`src/logic/gateway_regs.svh`:
```
// Purpose: Offsets, field positions, reset values and timing counts for the serial gateway.
// Assumes: Included by the package and by every design file that needs a figure.
// Notes: Definitions only.
`ifndef GATEWAY_REGS_SVH
`define GATEWAY_REGS_SVH

// Clock and line timing
`define CLK_HZ 125000000
`define BAUD_DEFAULT 9600
`define OVERSAMPLE 16
`define BAUD_DIV_DEFAULT ((`CLK_HZ + (`BAUD_DEFAULT * `OVERSAMPLE) / 2) / (`BAUD_DEFAULT * `OVERSAMPLE))
`define OS_MID 4'h7
`define OS_LAST 4'hF
`define FRAME_LAST 4'h9

// Buffer sizes and image width
`define RX_DEPTH 128
`define TX_DEPTH 16
`define IMG_BYTES 3

// Control byte fields
`define CTL_TX_REQ 0
`define CTL_RX_ACK 1
`define CTL_INIT 2
`define CTL_LEN_LSB 4
`define CTL_LEN_MSB 6

// Status byte fields
`define STS_TX_ACK 0
`define STS_RX_PEND 1
`define STS_INIT_ACK 2
`define STS_FULL 3
`define STS_LEN_LSB 4
`define STS_LEN_MSB 6

// Controller register offsets
`define REG_TX 4'h0
`define REG_RX 4'h4
`define REG_CTL 4'h8
`define REG_STS 4'hC

`endif

```
`src/logic/gateway_pkg.sv`:
```
// Purpose: Types shared by both ends of the process image link.
// Assumes: Header of constants is on the include path.
// Notes: Holds types only; figures live in the header.
`include "gateway_regs.svh"

package gateway_pkg;
   typedef logic [`IMG_BYTES-1:0][7:0] image_data_type;
   typedef enum logic [1:0] {RX_IDLE, RX_START, RX_DATA, RX_STOP} rx_state_type;
   typedef enum logic {TX_IDLE, TX_SHIFT} tx_state_type;
endpackage

```
`src/logic/image_if.sv`:
```
// Purpose: Process image between the fieldbus master end and the serial gateway.
// Assumes: Both ends run on sys_clk.
// Notes: Three data bytes plus one control or status byte each way.
`timescale 1ns/10ps

interface image_if;
   import gateway_pkg::*;
   image_data_type out_data;
   logic [7:0] ctrl;
   image_data_type in_data;
   logic [7:0] stat;

   modport device (input out_data, input ctrl, output in_data, output stat);
   modport master (output out_data, output ctrl, input in_data, input stat);
endinterface

```
`src/logic/baud_tick.sv`:
```
// Purpose: Oversampling enable for the serial line.
// Assumes: div is at least 2.
// Notes: One-cycle pulse every div clocks; clear restarts the period.
`timescale 1ns/10ps

module baud_tick (
   input wire logic sys_clk,
   input wire logic rst_b,
   input wire logic [15:0] div,
   input wire logic clear,
   output logic tick
);
   logic [15:0] cnt_q;

   // Free counter, wraps at div
   always_ff @(posedge sys_clk or negedge rst_b)
   begin
      if (!rst_b)
         cnt_q <= 16'h0000;
      else if (clear || cnt_q == div - 16'h0001)
         cnt_q <= 16'h0000;
      else
         cnt_q <= cnt_q + 16'h0001;
   end

   assign tick = !clear && (cnt_q == div - 16'h0001);
endmodule

```
`src/logic/serial_gateway.sv`:
```
// Purpose: Serial gateway end: UART line on one side, process image on the other.
// Assumes: Control byte comes from logic on sys_clk; rx_pin is asynchronous.
// Notes: Half duplex use relies on tx_drive_en for the line driver.
// How it works
// - Line runs at 9600 baud by default
// - One start, eight data, one stop, no parity
// - Received characters held in 128-byte buffer
// - Master characters queued in 16-byte buffer
// - Three data bytes plus control/status each way
// - Request inverts bit; acknowledge copies it
// - At most three received characters presented
// - Control byte layout set by master
// - Status byte layout, bit 7 zero
// - Master loads bytes, length, then toggles request
// - Copy characters, then mirror transmit request
// - Present pending characters, toggle receive request
// - Master reads count, then inverts receive acknowledge
// - Equal receive toggles mean chunk consumed
// - Transmit and receive run independently
// - Init blocks traffic, clears buffers, reloads config
// - Init overrides and aborts transfers at once
// - Init acknowledge low during init, high after
// - Full buffer flagged; further characters dropped
`timescale 1ns/10ps
`include "gateway_regs.svh"

module serial_gateway (
   input wire logic sys_clk,
   input wire logic rst_b,
   image_if.device img,
   input wire logic [15:0] cfg_baud_div,
   input wire logic rx_pin,
   output logic tx_pin,
   output logic tx_drive_en
);
   import gateway_pkg::*;

   logic init_req;
   logic os_tick;
   logic [15:0] baud_div_q;
   logic init_ack_q;

   assign init_req = img.ctrl[`CTL_INIT];

   ////////////////////////////////////////////////////////////////////////////////
   // Configuration and init

   // Divisor reloads while init is held
   always_ff @(posedge sys_clk or negedge rst_b)
   begin
      if (!rst_b)
         baud_div_q <= 16'(`BAUD_DIV_DEFAULT);
      else if (init_req)
         baud_div_q <= cfg_baud_div;
   end

   // Acknowledge follows the release of the request
   always_ff @(posedge sys_clk or negedge rst_b)
   begin
      if (!rst_b)
         init_ack_q <= 1'b0;
      else
         init_ack_q <= !init_req;
   end

   baud_tick u_tick (
      .sys_clk(sys_clk),
      .rst_b(rst_b),
      .div(baud_div_q),
      .clear(init_req),
      .tick(os_tick)
   );

   ////////////////////////////////////////////////////////////////////////////////
   // Receiver

   logic rx_meta_q;
   logic rx_sync_q;
   rx_state_type rx_state_q;
   logic [3:0] rx_os_q;
   logic [2:0] rx_bit_q;
   logic [7:0] rx_shift_q;
   logic rx_push_q;

   // Two stages before the line is looked at
   always_ff @(posedge sys_clk or negedge rst_b)
   begin
      if (!rst_b)
      begin
         rx_meta_q <= 1'b1;
         rx_sync_q <= 1'b1;
      end
      else
      begin
         rx_meta_q <= rx_pin;
         rx_sync_q <= rx_meta_q;
      end
   end

   // Frame decode at 16x; start bit rechecked at mid-bit to reject glitches
   always_ff @(posedge sys_clk or negedge rst_b)
   begin
      if (!rst_b)
      begin
         rx_state_q <= RX_IDLE;
         rx_os_q <= 4'h0;
         rx_bit_q <= 3'h0;
         rx_shift_q <= 8'h00;
         rx_push_q <= 1'b0;
      end
      else if (init_req)
      begin
         rx_state_q <= RX_IDLE;
         rx_push_q <= 1'b0;
      end
      else
      begin
         rx_push_q <= 1'b0;
         if (os_tick)
         begin
            rx_os_q <= rx_os_q + 4'h1;
            case (rx_state_q)
               RX_IDLE:
               begin
                  rx_os_q <= 4'h0;
                  if (!rx_sync_q)
                     rx_state_q <= RX_START;
               end
               RX_START:
                  if (rx_os_q == `OS_MID)
                  begin
                     rx_os_q <= 4'h0;
                     rx_bit_q <= 3'h0;
                     rx_state_q <= rx_sync_q ? RX_IDLE : RX_DATA;
                  end
               RX_DATA:
                  if (rx_os_q == `OS_LAST)
                  begin
                     rx_shift_q <= {rx_sync_q, rx_shift_q[7:1]};
                     rx_bit_q <= rx_bit_q + 3'h1;
                     if (rx_bit_q == 3'h7)
                        rx_state_q <= RX_STOP;
                  end
               RX_STOP:
                  if (rx_os_q == `OS_LAST)
                  begin
                     rx_state_q <= RX_IDLE;
                     rx_push_q <= rx_sync_q; // Bad stop bit drops the character
                  end
               default:
                  rx_state_q <= RX_IDLE;
            endcase
         end
      end
   end

   ////////////////////////////////////////////////////////////////////////////////
   // Receive buffer and receive handshake

   logic [7:0] rx_mem [`RX_DEPTH];
   logic [6:0] rx_wp_q;
   logic [6:0] rx_rp_q;
   logic [7:0] rx_cnt_q;
   logic rx_full;
   logic rx_take;
   logic rx_present;
   logic [1:0] rx_pop_n;
   image_data_type rx_head;
   image_data_type in_data_q;
   logic [2:0] in_len_q;
   logic rx_pend_q;

   assign rx_full = (rx_cnt_q == 8'(`RX_DEPTH));
   assign rx_take = rx_push_q && !rx_full && !init_req;
   // New chunk only after master equalised the toggles
   assign rx_present = !init_req && (rx_pend_q == img.ctrl[`CTL_RX_ACK]) &&
      (rx_cnt_q != 8'h00);
   assign rx_pop_n = (rx_cnt_q > 8'h03) ? 2'h3 : rx_cnt_q[1:0];

   // Oldest three entries, read side by side
   generate
      for (genvar g = 0; g < `IMG_BYTES; g++)
      begin : g_head
         assign rx_head[g] = rx_mem[rx_rp_q + 7'(g)];
      end
   endgenerate

   // Storage write
   always_ff @(posedge sys_clk)
   begin
      if (rx_take)
         rx_mem[rx_wp_q] <= rx_shift_q;
   end

   // Pointers and fill level; push and pop may share a cycle
   always_ff @(posedge sys_clk or negedge rst_b)
   begin
      if (!rst_b)
      begin
         rx_wp_q <= 7'h00;
         rx_rp_q <= 7'h00;
         rx_cnt_q <= 8'h00;
      end
      else if (init_req)
      begin
         rx_wp_q <= 7'h00;
         rx_rp_q <= 7'h00;
         rx_cnt_q <= 8'h00;
      end
      else
      begin
         if (rx_take)
            rx_wp_q <= rx_wp_q + 7'h01;
         if (rx_present)
            rx_rp_q <= rx_rp_q + 7'(rx_pop_n);
         rx_cnt_q <= rx_cnt_q + 8'(rx_take) - (rx_present ? 8'(rx_pop_n) : 8'h00);
      end
   end

   // Input bytes change only together with the receive request toggle
   always_ff @(posedge sys_clk or negedge rst_b)
   begin
      if (!rst_b)
      begin
         in_data_q <= '0;
         in_len_q <= 3'h0;
         rx_pend_q <= 1'b0;
      end
      else if (rx_present)
      begin
         for (int k = 0; k < `IMG_BYTES; k++)
            in_data_q[k] <= (2'(k) < rx_pop_n) ? rx_head[k] : 8'h00;
         in_len_q <= {1'b0, rx_pop_n};
         rx_pend_q <= !rx_pend_q;
      end
   end

   ////////////////////////////////////////////////////////////////////////////////
   // Transmit handshake and transmit buffer

   logic [7:0] tx_mem [`TX_DEPTH];
   logic [3:0] tx_wp_q;
   logic [3:0] tx_rp_q;
   logic [4:0] tx_cnt_q;
   logic [2:0] out_len;
   logic [2:0] tx_n;
   logic tx_take;
   logic tx_pop;
   logic tx_ack_q;
   tx_state_type tx_state_q;
   logic [3:0] tx_os_q;
   logic [3:0] tx_bitn_q;
   logic [9:0] tx_frame_q;

   assign out_len = img.ctrl[`CTL_LEN_MSB:`CTL_LEN_LSB];
   assign tx_n = (out_len > 3'h3) ? 3'h3 : out_len; // Longer lengths clipped to the image
   // Chunk waits for room rather than losing characters
   assign tx_take = !init_req && (img.ctrl[`CTL_TX_REQ] != tx_ack_q) &&
      ((6'(tx_cnt_q) + 6'(tx_n)) <= 6'(`TX_DEPTH));
   assign tx_pop = !init_req && (tx_state_q == TX_IDLE) && (tx_cnt_q != 5'h00);

   // Up to three characters stored in one cycle
   always_ff @(posedge sys_clk)
   begin
      if (tx_take)
         for (int k = 0; k < `IMG_BYTES; k++)
            if (3'(k) < tx_n)
               tx_mem[tx_wp_q + 4'(k)] <= img.out_data[k];
   end

   // Acknowledge mirrors the request once characters are stored
   always_ff @(posedge sys_clk or negedge rst_b)
   begin
      if (!rst_b)
         tx_ack_q <= 1'b0;
      else if (tx_take)
         tx_ack_q <= img.ctrl[`CTL_TX_REQ];
   end

   // Pointers and fill level
   always_ff @(posedge sys_clk or negedge rst_b)
   begin
      if (!rst_b)
      begin
         tx_wp_q <= 4'h0;
         tx_rp_q <= 4'h0;
         tx_cnt_q <= 5'h00;
      end
      else if (init_req)
      begin
         tx_wp_q <= 4'h0;
         tx_rp_q <= 4'h0;
         tx_cnt_q <= 5'h00;
      end
      else
      begin
         if (tx_take)
            tx_wp_q <= tx_wp_q + 4'(tx_n);
         if (tx_pop)
            tx_rp_q <= tx_rp_q + 4'h1;
         tx_cnt_q <= tx_cnt_q + (tx_take ? 5'(tx_n) : 5'h00) - 5'(tx_pop);
      end
   end

   // Serializer: start, eight data LSB first, stop
   always_ff @(posedge sys_clk or negedge rst_b)
   begin
      if (!rst_b)
      begin
         tx_state_q <= TX_IDLE;
         tx_os_q <= 4'h0;
         tx_bitn_q <= 4'h0;
         tx_frame_q <= 10'h3FF;
      end
      else if (init_req)
      begin
         tx_state_q <= TX_IDLE;
         tx_frame_q <= 10'h3FF;
      end
      else
      begin
         case (tx_state_q)
            TX_IDLE:
               if (tx_pop)
               begin
                  tx_frame_q <= {1'b1, tx_mem[tx_rp_q], 1'b0};
                  tx_os_q <= 4'h0;
                  tx_bitn_q <= 4'h0;
                  tx_state_q <= TX_SHIFT;
               end
            TX_SHIFT:
               if (os_tick)
               begin
                  tx_os_q <= tx_os_q + 4'h1;
                  if (tx_os_q == `OS_LAST)
                  begin
                     tx_frame_q <= {1'b1, tx_frame_q[9:1]};
                     tx_bitn_q <= tx_bitn_q + 4'h1;
                     if (tx_bitn_q == `FRAME_LAST)
                        tx_state_q <= TX_IDLE;
                  end
               end
            default:
               tx_state_q <= TX_IDLE;
         endcase
      end
   end

   assign tx_pin = tx_frame_q[0];
   assign tx_drive_en = (tx_state_q == TX_SHIFT);

   ////////////////////////////////////////////////////////////////////////////////
   // Status byte to the master

   assign img.in_data = in_data_q;
   assign img.stat = {1'b0, in_len_q, rx_full, init_ack_q, rx_pend_q, tx_ack_q};
endmodule

```
`src/flat_wrapper.sv`:
```
// flat-port wrapper written by rule: the top's interface ports become plain ports
module serial_gateway_flat import gateway_pkg::*;
  (sys_clk, rst_b, cfg_baud_div, rx_pin, tx_pin, tx_drive_en, img_out_data, img_ctrl, img_in_data, img_stat);
  image_if img_i ();
  input wire logic sys_clk;
  input wire logic rst_b;
  input wire logic [15:0] cfg_baud_div;
  input wire logic rx_pin;
  output logic tx_pin;
  output logic tx_drive_en;
  input wire logic [$bits(img_i.out_data)-1:0] img_out_data;
  input wire logic [$bits(img_i.ctrl)-1:0] img_ctrl;
  output wire logic [$bits(img_i.in_data)-1:0] img_in_data;
  output wire logic [$bits(img_i.stat)-1:0] img_stat;
  assign img_i.out_data = img_out_data;
  assign img_i.ctrl = img_ctrl;
  assign img_in_data = img_i.in_data;
  assign img_stat = img_i.stat;
  serial_gateway u_core (.sys_clk(sys_clk), .rst_b(rst_b), .img(img_i), .cfg_baud_div(cfg_baud_div), .rx_pin(rx_pin), .tx_pin(tx_pin), .tx_drive_en(tx_drive_en));
endmodule
```
`config.mk`:
```
export PLATFORM = sky130hd
export DESIGN_NAME = serial_gateway_flat
export DESIGN_NICKNAME = d
export VERILOG_FILES = /design/src/logic/gateway_pkg.sv /design/src/logic/image_if.sv /design/src/logic/baud_tick.sv /design/src/logic/serial_gateway.sv /design/src/flat_wrapper.sv
export VERILOG_INCLUDE_DIRS = /design/src /design/src/logic
export SDC_FILE = /design/constraint.sdc
export NUM_CORES = 2
export LEC_CHECK = 0
export BUFFER_PORTS_ARGS = -buffer_cell sky130_fd_sc_hd__buf_2
export CAP_MARGIN = 20
export CORE_ASPECT_RATIO = 0.6
export CORE_MARGIN = 2
export CORE_UTILIZATION = 50
export CTS_CLUSTER_SIZE = 25
export DETAILED_ROUTE_END_ITERATION = 8
export PLACE_DENSITY = 0.78
export SLEW_MARGIN = 20
export SYNTH_ARGS = -nofsm -noshare
export SYNTH_HDL_FRONTEND = slang
export SYNTH_HIERARCHICAL = 1
export SYNTH_SLANG_ARGS = --single-unit
```
`constraint.sdc`:
```
create_clock -name sys_clk -period 8.5 [get_ports sys_clk]
set_input_delay 0.85 -clock sys_clk [delete_from_list [all_inputs] [get_ports sys_clk]]
set_output_delay 0.85 -clock sys_clk [all_outputs]
set_load 0.05 [all_outputs]
```
==> qor.yml <==
status: "finished clean"
hold_violations: 0
period_minus_slack_ps: 5330
crit_fanout: 47
io_buffers: 80
grt_pass1_vias: 45300
drtIter0Drc: 9243
crit_start: "u_core/rx_rp_q[2]$_DFFE_PN0P_"
wl_per_cell_um: 34.3
mostFrequentLayoutCells: "edfxtp_1 (1152), mux4_2 (834), nand2_1 (355)"
clk_pin_slew_ps: 70
place_ws_ps: 3220
final_common_cell: "edfxtp_1"
max_stage_delay_ps: 1000
setup.worst_path.end_class: "flip-flop"
grt_max_degree: 152
cts_buffers: 119
io_pins: 85
fp-row-count: 107
cp_cell_sequence: "buf_4, nand3_1, xnor2_2, buf_4, nand3_1, o211ai_1, or3_1, nor3_1, nor4b_1, o21ai_1"
drv_cap: 0
grt-ovfl-total: 0
core_um2: 142000
ys_types: 83
vias: 47700
drcViolationCount: 0
initial_utilization: 0.502
hpwlAfterDp_um: 147000
synth_area_leader_cell: "edfxtp_1"
syn2layout_area_growth_pct: 9.19
hp-class: "primary input to async pin"
antenna_found_initial: 9
multi_input_area_um2: 31400
maxSlewViolCount: 0
fin_ws_ps: 3170
routed_wl_um: 223000
yosys_warnings: 6
rsz0062_at_grt: "false"
netlist.area_leader.share: 0.487
netlist_top_cells_area: "edfxtp_1 (49%), mux4_2 (26%), dfrtp_1 (4.1%)"
path_class: "flip-flop to flip-flop"
viasPerCell: 7.34
die_w_um: 491
clock_latency_ps: 800
setup_violations: 0
layout-drive-gt1-share: 0.307
fill_cells: 10700
crit_slowest_cell: "dfrtp_4"
worst-r2r-cell-count: 10
cp-start-kind: "flip-flop"
worstMarginPinSlew_ps: 1320
min_period_over_period: 0.627
ant_nets: 0
power.leakage_nw: 27.4
peakVddDrop_uv: 282
synth-seq-cells: 1286
hold_ws_ps: 92.5
slew_headroom: 0.111
syn_avg_cell_area_um2: 15.7
postCtsResizedCells: 0
r2r-end: "u_core/img.in_data[11]$_DFFE_PN0P_"
cts_tree: "built"
grt_pass1_wl_um: 320000
finalPower_w: 0.0188
synthArstFlopShare: 0.104
grt_usage: 0.303
syn-cell-area_um2: 71100
gp_congestion: 1.02
dieHeight_um: 296
synth_edf_count: 1152
clockBufferDepth: 3
skew_ps: 82.7
htree_levels: 3
syn_inst: 4532
root_buffer: "clkbuf_16"
fin_tns_setup_ps: 0
die-area_um2: 145000
area.sequential_um2: 38000
fin_nets: 4578
clock_sink_count: 1286
path_delay_family: "simple AND/OR/NAND/NOR gates"
fmax_mhz: 188
cts_setup_buffers: 0
critPathArrivalTime_ps: 5930
critPathBufInv: 2
r2r-start: "u_core/rx_rp_q[2]$_DFFE_PN0P_"
ys.flop_type: "edfxtp_1"
powerDensity_nw_per_um2: 242
seq_area_frac_synth: 0.534
dr.pass1.iters: 7
r2r_setup_slack_ps: 3170
hold_buffers: 0
cp.required_ps: 9100
[power breakdown]
group / switching (W) / total (W) / internal, W
clock network: 0.00256 / 0.00580 / 0.00324
logic: 0.00339 / 0.00573 / 0.00234
registers: 0.000245 / 0.00724 / 0.00700
[worst max-delay path by stage]
stage | end | cells past startpoint
finish | u_core/img.in_data[11]$_DFFE_PN0P_ | 10
floorplan | u_core/tx_cnt_q[3]$_DFF_PN0_ | 15
global route | u_core/img.in_data[11]$_DFFE_PN0P_ | 8
CTS | u_core/img.in_data[13]$_DFFE_PN0P_ | 8
detailed placement | u_core/img.in_data[13]$_DFFE_PN0P_ | 8
global placement | u_core/img.in_data[13]$_DFFE_PN0P_ | 8
[cells by family after synthesis]
logic type      Yosys count  share of synthesized area
simple gates           1027                     0.0648
other cells               2                   0.000106
flops                  1286                      0.534
buf+inv                 419                     0.0282
xor+xnor                 77                    0.00981
mux                    1103                      0.303
compound gates          569                     0.0506
fa+ha+maj                49                    0.00916
[worst register-to-register path, stage by stage, from the launching register on]
cell	delay, ps
dfrtp_4	1000
buf_4	730
nand3_1	380
xnor2_2	270
buf_4	480
nand3_1	700
o211ai_1	400
or3_1	230
nor3_1	80
nor4b_1	760
o21ai_1	120
[final cells by class]
cell class | instances | area share
multi-input combinational | 2830 | 0.405
tap | 1907 | 0.0307
clock buffer | 140 | 0.0403
timing repair buffer | 200 | 0.0183
clock inverter | 86 | 0.0139
sequential | 1286 | 0.490
antenna | 3 | 0.0000967
inverter | 41 | 0.00202
[synth_stat cells (6+ instances only)]
cell type / count
edfxtp_1: 1152
mux4_2: 834
nor2_1: 360
nand2_1: 356
mux2i_1: 219
clkbuf_1: 182
a21oi_1: 180
dfrtp_1: 117
nand3_1: 116
o21ai_0: 109
buf_2: 96
buf_4: 56
mux2_2: 50
ha_1: 44
xor2_1: 41
inv_1: 39
a31oi_1: 37
a211oi_1: 36
o22ai_1: 35
xnor2_1: 33
a221oi_1: 32
nor3_1: 32
buf_1: 31
o211ai_1: 29
a22oi_1: 27
nand4_1: 26
nor2b_1: 25
dfstp_2: 17
or3_1: 14
buf_6: 13
and2_1: 12
and3_1: 11
a21o_1: 10
a311oi_1: 10
nand2b_1: 9
o21ai_1: 9
o2111ai_1: 8
or2_2: 7
or4_1: 7
nand3b_1: 6
nor3b_1: 6
nor4_1: 6
[per-layer routing]
layer,up-vias,part of all wire,GRT usage
li1,18500,-,-
met1,24100,0.36,0.428
met2,4494,0.40,0.399
met3,590,0.21,0.170
met4,20,0.032,0.0860
met5,-,0.0013,0.00877
[registers in the layout, summed over array words and instances (netlist names), 8 cells and up]
register	cells
u_core/rx_mem	1024
u_core/u_tick/cnt_q	16
u_core/tx_frame_q	9
u_core/rx_shift_q	8
u_core/baud_div_q	16
u_core/tx_mem	128
u_core/img.in_data	24
u_core/rx_cnt_q	8
[per-stage QoR]
stage	std cells	instance area, µm²	util
floorplan	4535	71100	-
global placement	6257	73200	0.517
detailed placement	6259	73200	0.517
CTS	6485	77400	0.547
global route	6490	77600	0.548
finish	6493	77600	0.548
Power figures use the tool's default switching activity.
